<file path="config.mk">
export PLATFORM = sky130hd
export DESIGN_NAME = mtc_training_cmd
export DESIGN_NICKNAME = d
export VERILOG_FILES = /design/src/verilog/mtc_pkg.sv /design/src/verilog/mtc_training_cmd.sv
export SDC_FILE = /design/constraint.sdc
export NUM_CORES = 2
export LEC_CHECK = 0
export BUFFER_PORTS_ARGS = -buffer_cell sky130_fd_sc_hd__buf_2
export CAP_MARGIN = 20
export CORE_MARGIN = 4
export CORE_UTILIZATION = 30
export DETAILED_ROUTE_END_ITERATION = 7
export PLACE_DENSITY = 0.52
export SKIP_LAST_GASP = 1
export SYNTH_ARGS = -nofsm -noshare
export SYNTH_HDL_FRONTEND = slang
export SYNTH_SLANG_ARGS = --single-unit
</file>
<file path="constraint.sdc">
create_clock -name clk -period 6.3 [get_ports clk]
set_input_delay 1.26 -clock clk [delete_from_list [all_inputs] [get_ports clk]]
set_output_delay 1.26 -clock clk [all_outputs]
set_load 0.01 [all_outputs]
</file>
<file path="src/verilog/mtc_pkg.sv">
// Constants, codes and types shared by the multi-purpose training command block.
package mtc_pkg;

    // ----------------------------------------------------------------
    // Command/address line encodings
    // ----------------------------------------------------------------
    localparam int CAL_W = 6;                              // Width of the command/address lines.
    localparam logic [4:0] FIRST_EDGE_CODE = 5'h00;         // Lower lines on the first edge of the command.
    localparam logic [4:0] CAS2_FIRST_CODE = 5'h12;         // Lower lines on the first edge of a second-part column command.
    localparam int ARG_TOP_BIT = 5;                         // Line that carries argument bit 6 on the first edge.

    // ----------------------------------------------------------------
    // Argument codes
    // ----------------------------------------------------------------
    localparam logic [6:0] ARG_BUF_READ = 7'h41;            // Training buffer read.
    localparam logic [6:0] ARG_PATTERN_CAL = 7'h43;         // Pattern read calibration.
    localparam logic [6:0] ARG_BUF_WRITE = 7'h47;           // Training buffer write.
    localparam logic [6:0] ARG_OSC_START = 7'h4b;           // Interval oscillator start.
    localparam logic [6:0] ARG_OSC_STOP = 7'h4d;            // Interval oscillator stop.
    localparam logic [6:0] ARG_IMP_START = 7'h4f;           // Impedance calibration start.
    localparam logic [6:0] ARG_IMP_LATCH = 7'h51;           // Impedance calibration latch.

    // ----------------------------------------------------------------
    // Training buffer geometry
    // ----------------------------------------------------------------
    localparam int BURST_LEN = 16;                          // Beats in every training burst.
    localparam int BEAT_W = 4;                              // Width of the beat counter.
    localparam int BUF_ENTRIES = 5;                         // Entries of the training buffer.
    localparam int PTR_W = 3;                               // Width of a buffer pointer.
    localparam logic [PTR_W-1:0] PTR_FIRST = 3'h0;          // First buffer entry.
    localparam logic [PTR_W-1:0] PTR_LAST = 3'h4;           // Last buffer entry before the wrap.
    localparam logic [BEAT_W-1:0] BEAT_LAST = 4'hf;         // Last beat of a burst.
    localparam int PAT_W = 8;                               // Beats taken from each pattern register.
    localparam int MASK_W = 2;                              // Mask/inversion lines.

    // ----------------------------------------------------------------
    // Types
    // ----------------------------------------------------------------
    typedef enum logic [1:0] {
        MTC_IDLE = 2'b00,
        MTC_ARG = 2'b01,
        MTC_CAS_A = 2'b10,
        MTC_CAS_B = 2'b11
    } mtc_cmd_state_t;

    typedef enum logic [1:0] {
        MTC_XFER_NONE = 2'b00,
        MTC_XFER_WR = 2'b01,
        MTC_XFER_RD = 2'b10,
        MTC_XFER_CAL = 2'b11
    } mtc_xfer_t;

endpackage : mtc_pkg

</file>
<file path="src/verilog/mtc_training_cmd.sv">
// Decoder for the multi-purpose command with its five-entry training buffer.
// Function
// - Decode seven-bit argument to select operation.
// - Bit 6 low means no operation.
// - Latency counted from column command's second edge.
// - Non-array functions need no column command.
// - Command spans two edges with fixed line use.
// - Decode buffer read, pattern calibration, buffer write.
// - Decode oscillator, impedance codes; others reserved.
// - Training buffer bursts always sixteen beats.
// - Buffer write accepted in any bank state.
// - Back to back buffer writes accepted.
// - Write data captured with write latency.
// - Five entries; sixth write overwrites first.
// - Pointers disturbed; reads follow writes directly.
// - Read pointer wraps after five reads.
// - Read data returned with read latency.
// - Back to back buffer reads serviced.
// - Mask lines driven when any inversion/masking enabled.
`timescale 1ns/10ps
module mtc_training_cmd import mtc_pkg::*; #(
    parameter int DATA_W = 16,                      // Data lines of one beat.
    parameter int LAT_W = 5                         // Width of the latency settings.
) (
    input wire logic clk,                           // 125 MHz clock.
    input wire logic rstn,                          // Asynchronous reset, active low.
    input wire logic cs_pin,                        // Chip select pin.
    input wire logic [CAL_W-1:0] cmd_addr_lines,    // Command/address pins.
    input wire logic cke_pin,                       // Clock enable pin.
    input wire logic ptr_disturb,                   // Pulse: ordinary write, masked write, read or mode read.
    input wire logic [LAT_W-1:0] write_latency,     // Write latency in cycles, at least one.
    input wire logic [LAT_W-1:0] read_latency,      // Read latency in cycles, at least one.
    input wire logic wr_bus_inversion_en,           // Write inversion enabled.
    input wire logic rd_bus_inversion_en,           // Read inversion enabled.
    input wire logic data_masking_en,               // Data masking enabled.
    input wire logic [PAT_W-1:0] pattern_register_low,  // Pattern for beats 0 to 7.
    input wire logic [PAT_W-1:0] pattern_register_high, // Pattern for beats 8 to 15.
    input wire logic [DATA_W-1:0] invert_mask,      // Lanes whose pattern is inverted.
    input wire logic [DATA_W-1:0] wr_beat,          // Write beat from the data receivers.
    input wire logic [MASK_W-1:0] wr_mask,          // Mask lines of the write beat.
    output logic wr_beat_take,                      // High in each cycle a write beat is stored.
    output logic rd_valid,                          // Read beat available.
    input wire logic rd_ready,                      // Receiver takes the read beat.
    output logic [DATA_W-1:0] rd_data,              // Read beat data.
    output logic [MASK_W-1:0] rd_mask,              // Read beat mask lines.
    output logic rd_mask_oe,                        // Drive mask lines with this beat.
    output logic osc_start,                         // Pulse: start interval oscillator.
    output logic osc_stop,                          // Pulse: stop interval oscillator.
    output logic impedance_cal_start,               // Pulse: start impedance calibration.
    output logic impedance_cal_latch,               // Pulse: latch impedance calibration.
    output logic nop_seen,                          // Pulse: no-operation decoded.
    output logic reserved_seen                      // Pulse: reserved code ignored.
);

    localparam int LAT_MAX = 1 << LAT_W;
    localparam int WORD_W = 1 + MASK_W + DATA_W;
    localparam int MEM_W = MASK_W + DATA_W;

    // ----------------------------------------------------------------
    // Functions
    // ----------------------------------------------------------------
    // Buffer entries are laid out as sixteen words each.
    function automatic logic [PTR_W+BEAT_W-1:0] mem_index(input logic [PTR_W-1:0] entry,
                                                         input logic [BEAT_W-1:0] beat);
        mem_index = {entry, beat};
    endfunction : mem_index

    // Five-entry pointer advance with wrap to the first entry.
    function automatic logic [PTR_W-1:0] ptr_step(input logic [PTR_W-1:0] ptr);
        ptr_step = (ptr == PTR_LAST) ? PTR_FIRST : ptr + 3'h1;
    endfunction : ptr_step

    // ----------------------------------------------------------------
    // Pin synchronisers
    // ----------------------------------------------------------------
    logic cs_s1, cs_q, cke_s1, cke_q;
    logic [CAL_W-1:0] cal_s1, cal_q;

    // Pins come from the controller's timing, so each passes two flops.
    always_ff @(posedge clk or negedge rstn) begin
        if (!rstn) begin
            cs_s1 <= 1'b0;
            cs_q <= 1'b0;
            cke_s1 <= 1'b0;
            cke_q <= 1'b0;
            cal_s1 <= '0;
            cal_q <= '0;
        end else begin
            cs_s1 <= cs_pin;
            cs_q <= cs_s1;
            cke_s1 <= cke_pin;
            cke_q <= cke_s1;
            cal_s1 <= cmd_addr_lines;
            cal_q <= cal_s1;
        end
    end

    // ----------------------------------------------------------------
    // Command decode
    // ----------------------------------------------------------------
    mtc_cmd_state_t state, next_state;
    logic arg_bit6;
    mtc_xfer_t held_type;

    wire first_edge = cs_q && (cal_q[4:0] == FIRST_EDGE_CODE);
    wire cas_first = cs_q && (cal_q[4:0] == CAS2_FIRST_CODE);
    wire second_edge = (state == MTC_ARG) && !cs_q;
    wire [6:0] command_argument_bits = {arg_bit6, cal_q};
    wire dec_rd = second_edge && (command_argument_bits == ARG_BUF_READ);
    wire dec_cal = second_edge && (command_argument_bits == ARG_PATTERN_CAL);
    wire dec_wr = second_edge && (command_argument_bits == ARG_BUF_WRITE);
    wire dec_osc_go = second_edge && (command_argument_bits == ARG_OSC_START);
    wire dec_osc_end = second_edge && (command_argument_bits == ARG_OSC_STOP);
    wire dec_imp_go = second_edge && (command_argument_bits == ARG_IMP_START);
    wire dec_imp_end = second_edge && (command_argument_bits == ARG_IMP_LATCH);
    wire dec_nop = second_edge && !arg_bit6;
    wire dec_array = dec_rd || dec_cal || dec_wr;
    wire dec_other = dec_osc_go || dec_osc_end || dec_imp_go || dec_imp_end;
    wire dec_reserved = second_edge && arg_bit6 && !dec_array && !dec_other;
    wire launch = (state == MTC_CAS_B) && !cs_q;

    // Array functions wait for the column command; the rest finish here.
    always_comb begin
        next_state = state;
        unique case (state)
            MTC_IDLE: begin
                if (first_edge) begin
                    next_state = MTC_ARG;
                end
            end
            MTC_ARG: begin
                if (dec_array) begin
                    next_state = MTC_CAS_A;
                end else begin
                    next_state = MTC_IDLE;
                end
            end
            MTC_CAS_A: begin
                // Anything but the column command drops the training access.
                next_state = cas_first ? MTC_CAS_B : MTC_IDLE;
            end
            MTC_CAS_B: begin
                next_state = MTC_IDLE;
            end
        endcase
    end

    // Bit 6 is caught on the first edge, the function type on the second.
    always_ff @(posedge clk or negedge rstn) begin
        if (!rstn) begin
            state <= MTC_IDLE;
            arg_bit6 <= 1'b0;
            held_type <= MTC_XFER_NONE;
        end else begin
            state <= next_state;
            if (state == MTC_IDLE && first_edge) begin
                arg_bit6 <= cal_q[ARG_TOP_BIT];
            end
            if (second_edge) begin
                held_type <= dec_wr ? MTC_XFER_WR : dec_rd ? MTC_XFER_RD : dec_cal ? MTC_XFER_CAL : MTC_XFER_NONE;
            end
        end
    end

    // Function pulses leave from flops one cycle after the second edge.
    always_ff @(posedge clk or negedge rstn) begin
        if (!rstn) begin
            osc_start <= 1'b0;
            osc_stop <= 1'b0;
            impedance_cal_start <= 1'b0;
            impedance_cal_latch <= 1'b0;
            nop_seen <= 1'b0;
            reserved_seen <= 1'b0;
        end else begin
            osc_start <= dec_osc_go;
            osc_stop <= dec_osc_end;
            impedance_cal_start <= dec_imp_go;
            impedance_cal_latch <= dec_imp_end;
            nop_seen <= dec_nop;
            reserved_seen <= dec_reserved;
        end
    end

    // ----------------------------------------------------------------
    // Buffer pointers
    // ----------------------------------------------------------------
    logic [PTR_W-1:0] wr_ptr, rd_ptr;
    wire launch_wr = launch && (held_type == MTC_XFER_WR);
    wire launch_rd = launch && (held_type == MTC_XFER_RD);
    wire launch_cal = launch && (held_type == MTC_XFER_CAL);
    // Refresh, bank state and self refresh are not inputs: a write is never refused.
    wire ptr_clear = ptr_disturb || !cke_q || launch_cal;

    // Pointers advance when the access is launched, so seamless commands chain.
    always_ff @(posedge clk or negedge rstn) begin
        if (!rstn) begin
            wr_ptr <= PTR_FIRST;
            rd_ptr <= PTR_FIRST;
        end else if (ptr_clear) begin
            wr_ptr <= PTR_FIRST;
            rd_ptr <= PTR_FIRST;
        end else begin
            if (launch_wr) begin
                wr_ptr <= ptr_step(wr_ptr);
            end
            if (launch_rd) begin
                rd_ptr <= ptr_step(rd_ptr);
            end
        end
    end

    // ----------------------------------------------------------------
    // Latency delay line
    // ----------------------------------------------------------------
    logic [1:0] pipe_type [LAT_MAX];
    logic [PTR_W-1:0] pipe_entry [LAT_MAX];
    logic [1:0] next_pipe_type [LAT_MAX];
    logic [PTR_W-1:0] next_pipe_entry [LAT_MAX];
    wire [LAT_W-1:0] lat_sel = launch_wr ? write_latency : read_latency;
    wire [LAT_W-1:0] lat_slot = (lat_sel == '0) ? '0 : lat_sel - 1'b1;
    wire [PTR_W-1:0] launch_entry = launch_wr ? wr_ptr : rd_ptr;

    // The access is placed latency-1 slots deep and reaches slot 0 after that many edges.
    always_comb begin
        for (int i = 0; i < LAT_MAX; i++) begin
            next_pipe_type[i] = (i + 1 < LAT_MAX) ? pipe_type[(i + 1) % LAT_MAX] : MTC_XFER_NONE;
            next_pipe_entry[i] = (i + 1 < LAT_MAX) ? pipe_entry[(i + 1) % LAT_MAX] : PTR_FIRST;
            if (launch && (LAT_W'(i) == lat_slot)) begin
                next_pipe_type[i] = held_type;
                next_pipe_entry[i] = launch_entry;
            end
        end
    end

    always_ff @(posedge clk or negedge rstn) begin
        if (!rstn) begin
            pipe_type <= '{default: MTC_XFER_NONE};
            pipe_entry <= '{default: PTR_FIRST};
        end else begin
            pipe_type <= next_pipe_type;
            pipe_entry <= next_pipe_entry;
        end
    end

    // ----------------------------------------------------------------
    // Burst engine
    // ----------------------------------------------------------------
    logic busy, pend_valid;
    logic [1:0] cur_type, pend_type;
    logic [PTR_W-1:0] cur_entry, pend_entry;
    logic [BEAT_W-1:0] beat;
    logic [MEM_W-1:0] buf_mem [BUF_ENTRIES*BURST_LEN];
    logic buf_in_ready;

    wire due = (pipe_type[0] != MTC_XFER_NONE);
    wire is_write = busy && (cur_type == MTC_XFER_WR);
    wire is_read = busy && (cur_type != MTC_XFER_WR);
    wire beat_go = is_write || (is_read && buf_in_ready);
    wire burst_end = beat_go && (beat == BEAT_LAST);
    wire can_start = !busy || burst_end;
    wire start = can_start && (pend_valid || due);
    wire [1:0] start_type = pend_valid ? pend_type : pipe_type[0];
    wire [PTR_W-1:0] start_entry = pend_valid ? pend_entry : pipe_entry[0];
    wire pat_bit = beat[BEAT_W-1] ? pattern_register_high[beat[2:0]] : pattern_register_low[beat[2:0]];
    wire [MEM_W-1:0] stored = buf_mem[mem_index(cur_entry, beat)];
    wire mask_drive = wr_bus_inversion_en || rd_bus_inversion_en || data_masking_en;
    // Pattern beats also appear on the mask lines, with no inversion function applied.
    wire [WORD_W-1:0] rd_word = (cur_type == MTC_XFER_RD) ? {mask_drive, stored}
                                : {1'b1, {MASK_W{pat_bit}}, {DATA_W{pat_bit}} ^ invert_mask};

    assign wr_beat_take = is_write;

    // A burst that is stalled by the receiver holds a later due access in a one-deep slot.
    always_ff @(posedge clk or negedge rstn) begin
        if (!rstn) begin
            busy <= 1'b0;
            cur_type <= MTC_XFER_NONE;
            cur_entry <= PTR_FIRST;
            beat <= '0;
            pend_valid <= 1'b0;
            pend_type <= MTC_XFER_NONE;
            pend_entry <= PTR_FIRST;
        end else begin
            if (start) begin
                busy <= 1'b1;
                cur_type <= start_type;
                cur_entry <= start_entry;
                beat <= '0;
            end else if (burst_end) begin
                busy <= 1'b0;
            end else if (beat_go) begin
                beat <= beat + 1'b1;
            end
            if (due && !(can_start && !pend_valid)) begin
                pend_valid <= 1'b1;
                pend_type <= pipe_type[0];
                pend_entry <= pipe_entry[0];
            end else if (start && pend_valid) begin
                pend_valid <= 1'b0;
            end
        end
    end

    // Write beats land in the entry chosen at launch; no reset so it maps to plain storage.
    always_ff @(posedge clk) begin
        if (is_write) begin
            buf_mem[mem_index(cur_entry, beat)] <= {wr_mask, wr_beat};
        end
    end

    // ----------------------------------------------------------------
    // Two-entry output buffer
    // ----------------------------------------------------------------
    logic [WORD_W-1:0] obuf [2];
    logic owp, orp;
    logic [1:0] ocount;
    wire opush = is_read && buf_in_ready;
    wire opop = rd_valid && rd_ready;

    assign buf_in_ready = (ocount != 2'h2);
    assign rd_valid = (ocount != 2'h0);
    assign {rd_mask_oe, rd_mask, rd_data} = obuf[orp];

    // Receiver stalls back up into the burst engine instead of dropping beats.
    always_ff @(posedge clk or negedge rstn) begin
        if (!rstn) begin
            obuf <= '{default: '0};
            owp <= 1'b0;
            orp <= 1'b0;
            ocount <= 2'h0;
        end else begin
            if (opush) begin
                obuf[owp] <= rd_word;
                owp <= ~owp;
            end
            if (opop) begin
                orp <= ~orp;
            end
            ocount <= ocount + {1'b0, opush} - {1'b0, opop};
        end
    end
endmodule : mtc_training_cmd

</file>
### Word level (Yosys, flattened, before mapping)

Memories as Yosys holds them, arrays and structs flattened.
Cells that the tools add are included.

* $add $sub $neg: 6
* multipliers: 0
* divide/modulo/power cells: 0
* order comparisons: 4
* eq/ne operators: 54
* shift operators: 0
* mux-type cells: 103
* bitwise gates (word level): 5
* reductions and logical operators: 93

Operators with widths (count)
* $mux W3: 40
* $mux W19: 5
* $eq A5 B5 Y1 const A: 16
* $mux W2: 39
* $logic_and A1 B1 Y1: 61
* $eq A7 B7 Y1 const B: 7
* $eq A4 B5 Y1 const A: 8
* $bwmux W38: 1
* $eq A3 B5 Y1 const A: 4
* $demux W19 S1: 1
* $xor A16 B16 Y16: 1
* $logic_not A5 Y1: 3
* $reduce_bool A2 Y1: 7
* $logic_or A1 B1 Y1: 12
* $mux W4: 3
* $eq A2 B2 Y1 const B: 5
* $eq A2 B5 Y1 const A: 2
* $mux W5: 2
* $mux W1: 9
* $logic_not A1 Y1: 8
* $pmux W2 S4: 1
* $add A3 B1 Y3 const B: 2
* $bmux W1 S3: 2
* $eq A2 B1 Y1 const B: 3
* other kinds (17): 23

* register bits: 251
* latch bits: 0
* memory bits (writable): 1440
* bits in read-only memories: 0
* input bits: 75
* output and inout bits: 27
* logic and storage cells: 359
* memories kept: 1

Memory list
* buf_mem: words 80, bits a word 18, read ports 1, clocked after Yosys merged registers in 0, write ports 1, RTL line mtc_training_cmd.sv:252 `logic [MEM_W-1:0] buf_mem [BUF_ENTRIES*BURST_LEN];`

### Depth between registers and ports, before layout

* word-level depth: 10
* depth in mapped cells: 12
* mapped depth without buffers: 9

### Least setup slack after synthesis

OpenSTA, ideal clock, no wires.

* kind: flip-flop to flip-flop
* from: reg beat[1]
* to: mem buf_mem[48][0] (netlist bit) (enable)
* data arrival time: 2.730 ns
* required time: 5.884 ns
* setup slack: 3.154 ns
* stages on the path, launching flop included: 8
* buffers on the path: 6
* cell sequence: dfrtp_1 -> buf_6 -> buf_6 -> buf_6 -> buf_2 -> buf_2 -> buf_1 -> nor3_1

RTL lines
* from (decl): RTL line mtc_training_cmd.sv:251 `logic [BEAT_W-1:0] beat;`
* from (signal assigned): RTL line mtc_training_cmd.sv:292 `beat <= beat + 1'b1;`
* to (decl): RTL line mtc_training_cmd.sv:252

Straight into the memory's write port.

### Worst setup path after layout

* from: reg beat[0]
* to: reg obuf[36] (netlist bit)

* longest elaborated chain between the ends: 5
* elaborated cells on any way between the ends: 8

RTL lines
* branches (longest 3 deep; another with $mem_v2 Z80 W18)
* $mux W19 (*): RTL line mtc_training_cmd.sv:268 `wire [WORD_W-1:0] rd_word = (cur_type == MTC_XFER_RD) ? {mask_drive, stored}`
* $bwmux W38 (*): RTL line mtc_training_cmd.sv:333 `obuf[owp] <= rd_word;`
* to (signal, indexed assignment): RTL line mtc_training_cmd.sv:333
* to (decl): RTL line mtc_training_cmd.sv:314 `logic [WORD_W-1:0] obuf [2];`

Mark *: on every way between the ends. The select of a mux whose other input is x is not followed.
A chain may end at the register's enable or synchronous reset.

==> flow_summary.json <==
{
  "synthFlopType": "edfxtp_1",
  "cts.sinks": 1691,
  "yosys_register_bits": 1691,
  "core_um2": 220000,
  "yosysWarnings": 0,
  "first_global_vias": 37800,
  "antenna_found_initial": 13,
  "synth_cells": 4031,
  "ios": 102,
  "grt.overflow.total": 0,
  "drtAntennaViolNets": 0,
  "postCtsHoldBufs": 0,
  "ys_types": 88,
  "grt_pass1_wl_um": 294000,
  "synth_most_common_cell": "edfxtp_1",
  "cts_buffer_depth": 3,
  "synthTopCellsByCount": "1440 x edfxtp_1, 425 x mux2i_1, 251 x a22oi_1, 251 x dfrtp_1, 242 x nor2_1",
  "vias_per_cell": 5.31,
  "rows": 172,
  "crit_chain": "and2_4 > buf_4 > a22oi_1 > o21ai_0 > o21ai_0 > a31oi_1 > nor3_1 > a21oi_1",
  "yosys.area.top_type": "edfxtp_1",
  "start_util_pct": 30.3,
  "die_h_um": 480,
  "p_leak_nw": 25.3,
  "fin_crit_sh_pct": 67.0,
  "cts_resized": 0,
  "critical_path_class": "flop to flop",
  "synth-edff-count": 1440,
  "setup_violations": 0,
  "numCtsBuffers": 168,
  "drv_slew": 0,
  "clock-root-buffer": "clkbuf_16",
  "hold_path.class": "flop to flop",
  "end_kind": "flop",
  "skew_ns": 0.0351,
  "slew_headroom_pct": 13.8,
  "power-per-cell-area_nw_per_um2": 365,
  "drc_errors": 0,
  "syn_avg_cell_area_um2": 16.5,
  "fmax_mhz": 237,
  "met1_usage_pct": 24.3,
  "synth_area_leaders": "edfxtp_1 65%, dfrtp_1 9.4%, mux2i_1 6.4%",
  "rsz0062_at_grt": "no",
  "hpwl_um": 126000,
  "cp_max_fo": 42,
  "die-area_um2": 230000,
  "met3_usage_pct": 3.39,
  "status": "completed",
  "clkLatencyLatePin_ns": 0.83,
  "seq_area_frac_synth_pct": 74.3,
  "vdd_drop_max_mv": 0.320,
  "arrival_ns": 4.94,
  "htreeDepth": 4,
  "die_x_um": 480,
  "clkTransAtPathRegs_ns": 0.07,
  "vias": 38800,
  "fin_cells": 7312,
  "cp_slowest_cell": "dfrtp_4",
  "tns_ns": 0,
  "wl_per_cell_um": 28.4,
  "fin_crit_ns": 4.22,
  "gp_congestion": 0.888,
  "n_fill_cell": 21000,
  "cts_tree": "yes",
  "first_pass_iters": 6,
  "drv_cap": 0,
  "dp.cells": 7001,
  "synth_top_cell_area_share_pct": 64.8,
  "cp-start-kind": "flop",
  "final_hold_viol_count": 0,
  "critPathMaxStageDelay_ns": 0.95,
  "tightest_slew_ns": 1.29,
  "synth_area_um2": 66700,
  "drt_iter0_markers": 4944,
  "cts_setup_buffers": 0,
  "gr-usage-met2_pct": 27.5,
  "wirelength_um": 208000,
  "cp_common_cell": "o21ai_0",
  "synthArstFlopShare_pct": 14.8,
  "area_growth_pct": 14.9,
  "grt_usage_pct": 17.6,
  "drive_above_1_share_pct": 19.3,
  "syn_nets": 4114,
  "grt_max_degree": 146,
  "nets": 4301,
  "portBuffers": 101,
  "grt_busiest_layer": "met2",
  "cp.required_ns": 7.02
}
## placed cells by master, fill, tap and decap left out, drive strengths merged, types with 9 or more instances in the layout
master	count
or2	9
a31oi	19
o21ai	108
dfrtp	251
a22o	18
a41oi	28
o221ai	14
o22ai	84
nor3	31
xnor2	22
mux2i	425
buf	277
a22oi	251
inv	23
nor4	16
nand2	118
a311oi	12
nor2	251
a21oi	121
clkbuf	211
mux4	14
bufinv	9
and2	10
mux2	172
a221oi	139
clkinv	70
nand3	98
edfxtp	1440
nor2b	13
## path summary, 6_finish.rpt
kind	cells past startpoint	slack [ns]	end	from
hold / removal	0	0.35	cal_q[1]	cal_s1[1]
setup / recovery	8	2.08	obuf[36]	beat[0]
setup reg to reg	8	2.08	obuf[36]	beat[0]
min in group asynchronous	1	0.50	obuf[27]	rstn
max in group asynchronous	2	4.43	pipe_type[7]	rstn
hold reg to reg	0	0.35	cal_q[1]	cal_s1[1]
## critical path, delay by kind of cell (launching register included)
kind,cells,cell delay (ns)
AOI/OAI and AO/OA,5,1.43
buffers and inverters,1,0.57
DFF,1,0.95
and+or+nand+nor,2,0.97
## routing by layer
layer	vias up	wire, µm
li1	16400	-
met1	20200	87500
met2	1788	95500
met3	393	15900
met4	2	8670
met5	-	13
## registers in the layout (all words and copies together) (netlist names), 3 cells and up
register and cells:
wr_ptr 3, pipe_type 64, buf_mem 1440, pipe_entry 96
pend_entry 3, cal_q 6, cal_s1 6, beat 4
rd_ptr 3, cur_entry 3, obuf 38
## power by group
group,internal [W],switching (W),total (W)
combinational,0.00188,0.00374,0.00562
sequential,0.0123,0.000224,0.0125
clock,0.00548,0.00437,0.00985
## layout make-up
class / instances / area, µm² / area share (%)
clock inverter: 93 / 820 / 1.07
timing repair buffer: 277 / 2120 / 2.77
antenna: 2 / 5.00 / 0.00653
multi-input combinational: 2063 / 15900 / 20.7
clock buffer: 211 / 4520 / 5.90
inverter: 17 / 63.8 / 0.0833
tap: 2958 / 3700 / 4.83
sequential: 1691 / 49500 / 64.6
## logic make-up (layout without fill, tap and decap cells)
| kind of cell | Yosys count | in the layout | synth area share, % |
|---|---|---|---|
| multiplexers | 611 | 611 | 9.76 |
| adder cells (fa/ha/maj) | 8 | 8 | 0.150 |
| buffers and inverters | 277 | 598 | 2.44 |
| XOR/XNOR | 23 | 23 | 0.302 |
| AND/OR/NAND/NOR | 582 | 582 | 4.07 |
| other | 0 | 2 | 0 |
| flip-flops | 1691 | 1691 | 74.3 |
| AO/OA/AOI/OAI | 839 | 839 | 9.02 |
## stage by stage
stage	utilization (%)	power [W]	worst slack [ns]	cell area [µm²]	hold slack (ns)
2_1_floorplan	-	0.0162	3.15	66700	0.331
3_3_place_gp	32.3	0.0183	2.18	71100	0.333
3_5_place_dp	32.3	0.0183	2.17	71200	0.335
4_1_cts	34.7	0.0281	2.14	76500	0.349
5_1_grt	34.8	0.0288	1.94	76600	0.359
6_report	34.8	0.0279	2.08	76600	0.346
Note: power is estimated with default switching activity, not from simulation.
